File: config.mk
export PLATFORM = sky130hd
export DESIGN_NAME = tod_transfer_opcode_decoder
export DESIGN_NICKNAME = d
export VERILOG_FILES = /design/src/design/tod_pkg.sv /design/src/design/tod_transfer_opcode_decoder.sv /design/src/design/tod_opcode_class.sv
export SDC_FILE = /design/constraint.sdc
export NUM_CORES = 1
export LEC_CHECK = 0
export ABC_AREA = 1
export BUFFER_PORTS_ARGS = -buffer_cell sky130_fd_sc_hd__buf_2
export CAP_MARGIN = 5
export CELL_PAD_IN_SITES_DETAIL_PLACEMENT = 1
export CELL_PAD_IN_SITES_GLOBAL_PLACEMENT = 2
export CORE_UTILIZATION = 29
export DETAILED_ROUTE_END_ITERATION = 10
export PLACE_DENSITY_LB_ADDON = 0.1
export SLEW_MARGIN = 20
export SYNTH_ARGS = -nofsm -noshare
export SYNTH_HDL_FRONTEND = slang
export SYNTH_SLANG_ARGS = --single-unit
File: constraint.sdc
create_clock -name clk_sys -period 2.3 [get_ports clk_sys]
set_clock_uncertainty 0.2 [all_clocks]
set_input_delay 0.23 -clock clk_sys [delete_from_list [all_inputs] [get_ports clk_sys]]
set_output_delay 0.23 -clock clk_sys [all_outputs]
set_load 0.01 [all_outputs]
File: src/design/tod_pkg.sv
// tod_pkg: opcode constants, operation enum and decode result carrier
package tod_pkg;

  localparam logic [7:0] OPC_SEG_LOAD = 8'h8E;
  localparam logic [7:0] OPC_SEG_STORE = 8'h8C;
  localparam logic [7:0] OPC_XLATE = 8'hD7;
  localparam logic [7:0] OPC_FAR_DSEG = 8'hC5;
  localparam logic [7:0] OPC_FAR_ESEG = 8'hC4;
  localparam logic [7:0] OPC_FLAGS_TO_AH = 8'h9F;
  localparam logic [7:0] OPC_FLAGS_PUSH = 8'h9C;
  localparam logic [7:0] OPC_AH_TO_FLAGS = 8'h9E;
  localparam logic [7:0] OPC_FLAGS_POP = 8'h9D;

  // addressing byte field positions
  localparam int MODE_HI = 7;
  localparam int MODE_LO = 6;
  localparam int REG_HI = 5;
  localparam int REG_LO = 3;
  localparam int ZERO_BIT = 5;
  localparam int SEG_HI = 4;
  localparam int SEG_LO = 3;
  localparam int RM_HI = 2;
  localparam int RM_LO = 0;

  localparam logic [1:0] LEN_ONE = 2'h1;
  localparam logic [1:0] LEN_TWO = 2'h2;

  typedef enum logic [3:0] {
    TOD_OP_NONE = 4'h0,
    TOD_OP_MOVE_TO_SEG = 4'h1,
    TOD_OP_MOVE_FROM_SEG = 4'h2,
    TOD_OP_TABLE_TRANSLATE = 4'h3,
    TOD_OP_LOAD_FAR_DSEG = 4'h4,
    TOD_OP_LOAD_FAR_ESEG = 4'h5,
    TOD_OP_FLAGS_TO_ACC_HIGH = 4'h6,
    TOD_OP_FLAGS_PUSH = 4'h7,
    TOD_OP_ACC_HIGH_TO_FLAGS = 4'h8,
    TOD_OP_FLAGS_POP = 4'h9
  } tod_op_t;

  typedef struct packed {
    tod_op_t op;
    logic [1:0] length;
    logic [1:0] mode;
    logic [2:0] reg_sel;
    logic [1:0] seg_sel;
    logic [2:0] rm_sel;
    logic illegal;
  } tod_result_t;

endpackage : tod_pkg

File: src/design/tod_transfer_opcode_decoder.sv
// tod_transfer_opcode_decoder: decodes data-transfer opcodes from a byte stream
`timescale 1ns/1ps
`default_nettype none

module tod_transfer_opcode_decoder (
  input wire logic clk_sys,
  input wire logic rst_n,
  input wire logic byte_valid,
  output logic byte_ready,
  input wire logic [7:0] byte_data,
  output logic dec_valid,
  input wire logic dec_ready,
  output tod_pkg::tod_result_t dec_result
);
  import tod_pkg::*;

  typedef enum logic [1:0] {
    TOD_ST_FIRST = 2'b00,
    TOD_ST_SECOND = 2'b01,
    TOD_ST_HOLD = 2'b10
  } tod_state_t;

  tod_state_t state_reg;
  tod_op_t cls_op;
  logic [1:0] cls_len;
  logic cls_known;
  tod_result_t result_reg;
  logic take;
  logic first_take;
  logic second_take;

  tod_opcode_class u_class (
    .opcode(byte_data),
    .op(cls_op),
    .length(cls_len),
    .known(cls_known)
  );

  // one instruction in flight; the queue stalls while a result is unconsumed
  assign byte_ready = (state_reg != TOD_ST_HOLD);
  assign take = byte_valid && byte_ready;
  assign dec_valid = (state_reg == TOD_ST_HOLD);
  assign dec_result = result_reg;
  assign first_take = take && state_reg == TOD_ST_FIRST;
  assign second_take = take && state_reg == TOD_ST_SECOND;

  // shared by the field capture and its checks, so both agree on the set
  function automatic logic is_seg_move(input tod_op_t kind);
    return kind == TOD_OP_MOVE_TO_SEG || kind == TOD_OP_MOVE_FROM_SEG;
  endfunction : is_seg_move

  ////////////////////////////////////////////////////////////////////////////
  always_ff @(posedge clk_sys or negedge rst_n) begin
    if (!rst_n) begin
      state_reg <= TOD_ST_FIRST;
    end else begin
      unique case (state_reg)
        TOD_ST_FIRST: begin
          if (take) begin
            state_reg <= (cls_len == LEN_TWO) ? TOD_ST_SECOND : TOD_ST_HOLD;
          end
        end
        TOD_ST_SECOND: begin
          if (take) begin
            state_reg <= TOD_ST_HOLD;
          end
        end
        TOD_ST_HOLD: begin
          if (dec_ready) begin
            state_reg <= TOD_ST_FIRST;
          end
        end
        default: state_reg <= TOD_ST_FIRST;
      endcase
    end
  end

  ////////////////////////////////////////////////////////////////////////////
  always_ff @(posedge clk_sys or negedge rst_n) begin
    if (!rst_n) begin
      result_reg <= '0;
    end else if (take && state_reg == TOD_ST_FIRST) begin
      result_reg <= '0;
      result_reg.op <= cls_op;
      result_reg.length <= cls_len;
      // unknown opcodes are flagged, passed on as one byte so the queue moves
      result_reg.illegal <= !cls_known;
    end else if (take && state_reg == TOD_ST_SECOND) begin
      result_reg.mode <= byte_data[MODE_HI:MODE_LO];
      result_reg.rm_sel <= byte_data[RM_HI:RM_LO];
      if (is_seg_move(result_reg.op)) begin
        result_reg.seg_sel <= byte_data[SEG_HI:SEG_LO];
        // middle field must hold a zero bit
        result_reg.illegal <= byte_data[ZERO_BIT];
      end else begin
        result_reg.reg_sel <= byte_data[REG_HI:REG_LO];
      end
    end
  end

  ////////////////////////////////////////////////////////////////////////////
  chk_one_byte_len: assert property (@(posedge clk_sys) disable iff (!rst_n)
    (take && state_reg == TOD_ST_FIRST && (byte_data == OPC_XLATE || byte_data == OPC_FLAGS_PUSH))
      |=> (dec_valid && dec_result.length == LEN_ONE))
    else $error("one-byte opcode not reported in one cycle");
  chk_xlate_op: assert property (@(posedge clk_sys) disable iff (!rst_n)
    (take && state_reg == TOD_ST_FIRST && byte_data == OPC_XLATE)
      |=> dec_result.op == TOD_OP_TABLE_TRANSLATE)
    else $error("table translate misdecoded");
  chk_flags_ops: assert property (@(posedge clk_sys) disable iff (!rst_n)
    (take && state_reg == TOD_ST_FIRST && byte_data == OPC_FLAGS_TO_AH)
      |=> dec_result.op == TOD_OP_FLAGS_TO_ACC_HIGH)
    else $error("flags to accumulator misdecoded");
  chk_flags_pop: assert property (@(posedge clk_sys) disable iff (!rst_n)
    (take && state_reg == TOD_ST_FIRST && byte_data == OPC_FLAGS_POP)
      |=> dec_result.op == TOD_OP_FLAGS_POP)
    else $error("flags pop misdecoded");
  chk_two_byte_wait: assert property (@(posedge clk_sys) disable iff (!rst_n)
    (take && state_reg == TOD_ST_FIRST && byte_data == OPC_FAR_DSEG)
      |=> !dec_valid && state_reg == TOD_ST_SECOND)
    else $error("two-byte opcode did not wait for addressing byte");
  chk_seg_field: assert property (@(posedge clk_sys) disable iff (!rst_n)
    (take && state_reg == TOD_ST_SECOND && result_reg.op == TOD_OP_MOVE_TO_SEG)
      |=> dec_valid && dec_result.seg_sel == $past(byte_data[SEG_HI:SEG_LO])
        && dec_result.mode == $past(byte_data[MODE_HI:MODE_LO]))
    else $error("segment move fields wrong");
  chk_seg_store: assert property (@(posedge clk_sys) disable iff (!rst_n)
    (take && state_reg == TOD_ST_FIRST && byte_data == OPC_SEG_STORE)
      |=> dec_result.op == TOD_OP_MOVE_FROM_SEG && dec_result.length == LEN_TWO)
    else $error("segment store misdecoded");
  chk_far_reg: assert property (@(posedge clk_sys) disable iff (!rst_n)
    (take && state_reg == TOD_ST_SECOND && result_reg.op == TOD_OP_LOAD_FAR_DSEG)
      |=> dec_result.reg_sel == $past(byte_data[REG_HI:REG_LO])
        && dec_result.rm_sel == $past(byte_data[RM_HI:RM_LO]))
    else $error("far pointer fields wrong");
  chk_far_eseg: assert property (@(posedge clk_sys) disable iff (!rst_n)
    (take && state_reg == TOD_ST_FIRST && byte_data == OPC_FAR_ESEG)
      |=> dec_result.op == TOD_OP_LOAD_FAR_ESEG && dec_result.length == LEN_TWO && !dec_valid)
    else $error("extra segment load misdecoded");
  chk_hold_stable: assert property (@(posedge clk_sys) disable iff (!rst_n)
    (dec_valid && !dec_ready) |=> dec_valid && $stable(dec_result))
    else $error("result changed while stalled");

  // opcode classes not reached by the checks above
  chk_flags_push: assert property (@(posedge clk_sys) disable iff (!rst_n)
    (first_take && byte_data == OPC_FLAGS_PUSH)
      |=> dec_result.op == TOD_OP_FLAGS_PUSH && dec_result.length == LEN_ONE)
    else $error("flags push misdecoded");
  chk_acc_to_flags: assert property (@(posedge clk_sys) disable iff (!rst_n)
    (first_take && byte_data == OPC_AH_TO_FLAGS)
      |=> dec_result.op == TOD_OP_ACC_HIGH_TO_FLAGS && dec_result.length == LEN_ONE)
    else $error("accumulator to flags misdecoded");
  chk_seg_load_op: assert property (@(posedge clk_sys) disable iff (!rst_n)
    (first_take && byte_data == OPC_SEG_LOAD)
      |=> dec_result.op == TOD_OP_MOVE_TO_SEG && dec_result.length == LEN_TWO)
    else $error("segment load misdecoded");
  chk_far_dseg_op: assert property (@(posedge clk_sys) disable iff (!rst_n)
    (first_take && byte_data == OPC_FAR_DSEG)
      |=> dec_result.op == TOD_OP_LOAD_FAR_DSEG && dec_result.length == LEN_TWO)
    else $error("data segment load misdecoded");
  chk_unknown_len: assert property (@(posedge clk_sys) disable iff (!rst_n)
    (first_take && !cls_known)
      |=> dec_valid && dec_result.illegal && dec_result.op == TOD_OP_NONE
        && dec_result.length == LEN_ONE)
    else $error("unknown opcode not flagged as one byte");

  // addressing byte fields, and the two-byte answer presented after the addressing byte
  chk_seg_zero_bit: assert property (@(posedge clk_sys) disable iff (!rst_n)
    (second_take && is_seg_move(result_reg.op))
      |=> dec_result.illegal == $past(byte_data[ZERO_BIT])
        && dec_result.reg_sel == 3'h0)
    else $error("segment move zero bit not judged");
  chk_store_fields: assert property (@(posedge clk_sys) disable iff (!rst_n)
    (second_take && result_reg.op == TOD_OP_MOVE_FROM_SEG)
      |=> dec_result.seg_sel == $past(byte_data[SEG_HI:SEG_LO])
        && dec_result.rm_sel == $past(byte_data[RM_HI:RM_LO]))
    else $error("segment store fields wrong");
  chk_eseg_fields: assert property (@(posedge clk_sys) disable iff (!rst_n)
    (second_take && result_reg.op == TOD_OP_LOAD_FAR_ESEG)
      |=> dec_result.reg_sel == $past(byte_data[REG_HI:REG_LO])
        && dec_result.mode == $past(byte_data[MODE_HI:MODE_LO])
        && dec_result.seg_sel == 2'h0 && !dec_result.illegal)
    else $error("extra segment load fields wrong");
  chk_two_byte_answer: assert property (@(posedge clk_sys) disable iff (!rst_n)
    second_take
      |=> dec_valid && dec_result.length == LEN_TWO)
    else $error("two-byte result not presented after addressing byte");

  // handshake: one instruction in flight, released on consumption
  chk_release_next: assert property (@(posedge clk_sys) disable iff (!rst_n)
    (dec_valid && dec_ready) |=> !dec_valid && byte_ready)
    else $error("result not released after consumption");
  chk_refuse_hold: assert property (@(posedge clk_sys) disable iff (!rst_n)
    dec_valid |-> !byte_ready && !take)
    else $error("byte accepted while a result waits");
  chk_answer_source: assert property (@(posedge clk_sys) disable iff (!rst_n)
    $rose(dec_valid) |-> $past(take))
    else $error("result appeared without a byte taken");

  // main scenarios seen at the consumer side

  cov_one_byte: cover property (@(posedge clk_sys) disable iff (!rst_n)
    dec_valid && dec_ready && dec_result.length == LEN_ONE);
  cov_two_byte: cover property (@(posedge clk_sys) disable iff (!rst_n)
    dec_valid && dec_ready && dec_result.length == LEN_TWO && !dec_result.illegal);
  cov_stall: cover property (@(posedge clk_sys) disable iff (!rst_n)
    dec_valid && !dec_ready ##1 dec_valid && dec_ready);
  cov_illegal: cover property (@(posedge clk_sys) disable iff (!rst_n)
    dec_valid && dec_result.illegal);
  cov_seg_illegal: cover property (@(posedge clk_sys) disable iff (!rst_n)
    dec_valid && dec_result.illegal && is_seg_move(dec_result.op));

endmodule : tod_transfer_opcode_decoder

`default_nettype wire

File: src/design/tod_opcode_class.sv
// tod_opcode_class: combinational classification of a first opcode byte
`timescale 1ns/1ps
`default_nettype none

module tod_opcode_class (
  input wire logic [7:0] opcode,
  output tod_pkg::tod_op_t op,
  output logic [1:0] length,
  output logic known
);
  import tod_pkg::*;

  always_comb begin
    op = TOD_OP_NONE;
    length = LEN_ONE;
    known = 1'b1;
    unique case (opcode)
      OPC_SEG_LOAD: begin
        op = TOD_OP_MOVE_TO_SEG;
        length = LEN_TWO;
      end
      OPC_SEG_STORE: begin
        op = TOD_OP_MOVE_FROM_SEG;
        length = LEN_TWO;
      end
      OPC_XLATE: op = TOD_OP_TABLE_TRANSLATE;
      OPC_FAR_DSEG: begin
        op = TOD_OP_LOAD_FAR_DSEG;
        length = LEN_TWO;
      end
      OPC_FAR_ESEG: begin
        op = TOD_OP_LOAD_FAR_ESEG;
        length = LEN_TWO;
      end
      OPC_FLAGS_TO_AH: op = TOD_OP_FLAGS_TO_ACC_HIGH;
      OPC_FLAGS_PUSH: op = TOD_OP_FLAGS_PUSH;
      OPC_AH_TO_FLAGS: op = TOD_OP_ACC_HIGH_TO_FLAGS;
      OPC_FLAGS_POP: op = TOD_OP_FLAGS_POP;
      default: known = 1'b0;
    endcase
  end

endmodule : tod_opcode_class

`default_nettype wire

==> results.md <==
* Outcome: finished clean
* Cells after Synth at 128
* Skew-Pair Late Insertion Delay at 290 ps
* Post_cts resized at 0
* Final ANT Viol Nets at 0
* Final hold violation count at 0
* Crit. End Element: register
* DRT Pass-1 Iters at 4
* Clock sinks at 19
* DR vias/cell at 4.59
* Bufs on Longest Clock Path at 2
* H-tree depth at 1
* Die area at 0.00370 mm^2
* Number of synthesized register bits at 19
* Post-synthesis sequential area ratio at 47.4%
* Fin. max-slew vios at 0
* Syn Nets at 140
* PortBufs at 30
* Hold crit path type: in2reg
* Max FFs per register at 17
* Area Overhead vs Synth at 28.1%
* Row cnt at 20
* Max_cap viols at 0
* Synthesized cell area at 0.00100 mm^2
* First-pass GRT wire length at 4320 um
* Die span in y at 60.8 um
* Final worst path period share at 71.0%
* Tmin final at 1630 ps
* Initial antenna violation count at 0
* Unrepaired setup endpoints after global routing: false
* Vias in the first global route at 942
* WS Path Type: in2reg
* Max IR drop VDD at 0.241 mV
* Measured slew at the worst slew-check pin at 428 ps
* Startpoint Class: primary input
* Drt drc at 0
* Final instance area at 0.00128 mm^2
* Synth Warn # at 0
* Post-synth cell types at 24
* Avg WL per Cell at 12.6 um
* IO Pins at 31
* GRT Overall Usage at 16.3%
* Area post-placement at 0.00121 mm^2
* First DRT Iteration DRCs at 31
* Layout cells sized above 1 at 32.9%
* Relative slew slack at 71.5%
* RD Place Congestion at 0.807
* Core area at 0.00318 mm^2
* Nets at 180
* Pleak at 0.704 nW
* Total congestion overflow at 0
* Commonest register cell after synthesis: dfrtp_1
* Die Wd at 60.8 um
* Max Freq at 612 MHz
* Antenna Cells at 0
* CP Data Arrival Time at 1660 ps
* Fin worst setup slack at 667 ps
* Starting density of the core at 31.6%
* Hpwl dp at 2150 um
* Largest net degree at the start of global routing at 20
* Vias at 969
* Number of buffers created by CTS at 3
* Required @ worst endpoint at 2330 ps
* Post-Route Setup TNS at 0 ps
* Final wirelength at 2660 um
* Setup violators final at 0
* Post-synth EDFFs at 0
* Setup WS pre-CTS at 812 ps
* Crit Path Max Fanout at 3
* PwrDens at 547 mW/mm^2
* Fraction of registers with async set/reset at 100%
* Syn_area_per_cell at 7.84 um^2
* CTS tree: yes
* Root buf cell: clkbuf_4
* Clock slew at reported path FFs at 110 ps
## critical path, cell delays in order
cell and delay [ps]:
dlygate4sd3_1 530, buf_2 130, inv_2 50, nand2_1 80
nor2_1 170, nand2_1 100, nand2_1 100, inv_2 40
nand2_2 60, nand2_1 70, o21ai_1 80
## power by group
part / switching (mW) / total, mW / internal [mW]
combinational: 0.103 / 0.164 / 0.0612
clock: 0.101 / 0.169 / 0.0675
sequential: 0.0140 / 0.371 / 0.357
total: 0.218 / 0.703 / 0.485
## area by class of cell
type                       count  area [um^2]
timing repair buffer          35          200
fill                         414         1890
tap                           44         55.1
multi-input combinational     91          458
clock buffer                   4         26.3
inverter                      18         70.1
sequential                    19          475
## metal layers
metal  GRT usage, %  part of all wire [%]  wire length (um)
met1           21.7                    47              1260
met2           26.8                    48              1280
met3           1.92                   2.7                73
met4           6.82                   1.7                44
met5              0                     0                 0
## synth_stat cells (2+ instances only)
| cell | number | share of area, % |
|---|---|---|
| nand2_2 | 5 | 3.1 |
| nor2_2 | 2 | 1.2 |
| nor2_1 | 11 | 4.1 |
| inv_1 | 9 | 3.4 |
| o21ai_0 | 2 | 1.0 |
| nand2_1 | 38 | 14 |
| dfrtp_1 | 19 | 47 |
| nand3_1 | 8 | 4.0 |
| o21ai_1 | 12 | 6.0 |
| inv_2 | 8 | 3.0 |
## placed cells by master, fill, tap and decap left out, types with 2 or more instances in the layout
cell type      count
o21ai_1           12
inv_1              9
buf_2             30
nor2_2             2
nand2_2            5
dlygate4sd3_1      5
dfrtp_1           19
nand2_1           38
nor2_1            11
nand3_1            8
inv_2              8
o21ai_0            2
clkbuf_4           3
## cell families (layout without fill, tap and decap cells)
family / after synthesis / in the layout / synth area share (%)
simple gates: 71 / 71 / 34.0
flops: 19 / 19 / 47.4
buf+inv: 18 / 57 / 6.98
compound gates: 20 / 20 / 11.6
## final timing paths
| check | start | endpoint | slack, ps | cells after the start |
|---|---|---|---|---|
| min in group asynchronous | rst_n | dec_result[6]$_DFFE_PN0P_ | 200 | 2 |
| min | byte_data[3] | dec_result[4]$_DFFE_PN0P_ | 8 | 3 |
| max reg2reg | state_reg[1]$_DFFE_PN0P_ | dec_result[0]$_DFFE_PN0P_ | 820 | 8 |
| max in group asynchronous | rst_n | dec_result[9]$_DFFE_PN0P_ | 1400 | 2 |
| min reg2reg | dec_result[12]$_DFFE_PN0P_ | dec_result[12]$_DFFE_PN0P_ | 290 | 2 |
| max | byte_data[6] | state_reg[0]$_DFFE_PN0P_ | 670 | 11 |
## metrics by stage
stage | instances | util [%] | power, mW | hold slack [ps]
final | 211 | 40.4 | 0.703 | 7.72
after global routing | 211 | 40.4 | 0.751 | 8.43
after global placement | 202 | 38.0 | 0.535 | -9.20
after detailed placement | 202 | 38.0 | 0.539 | -1.58
after floorplan | 128 | - | 0.470 | -266
after CTS | 211 | 40.4 | 0.717 | 7.13
## repair_timing
item | CTS | global route
hold endpoints to repair | 23 | 0
setup buffers | 0 | 0
hold buffers | 5 | 0
No activity file was read; power rests on OpenSTA's default activity.
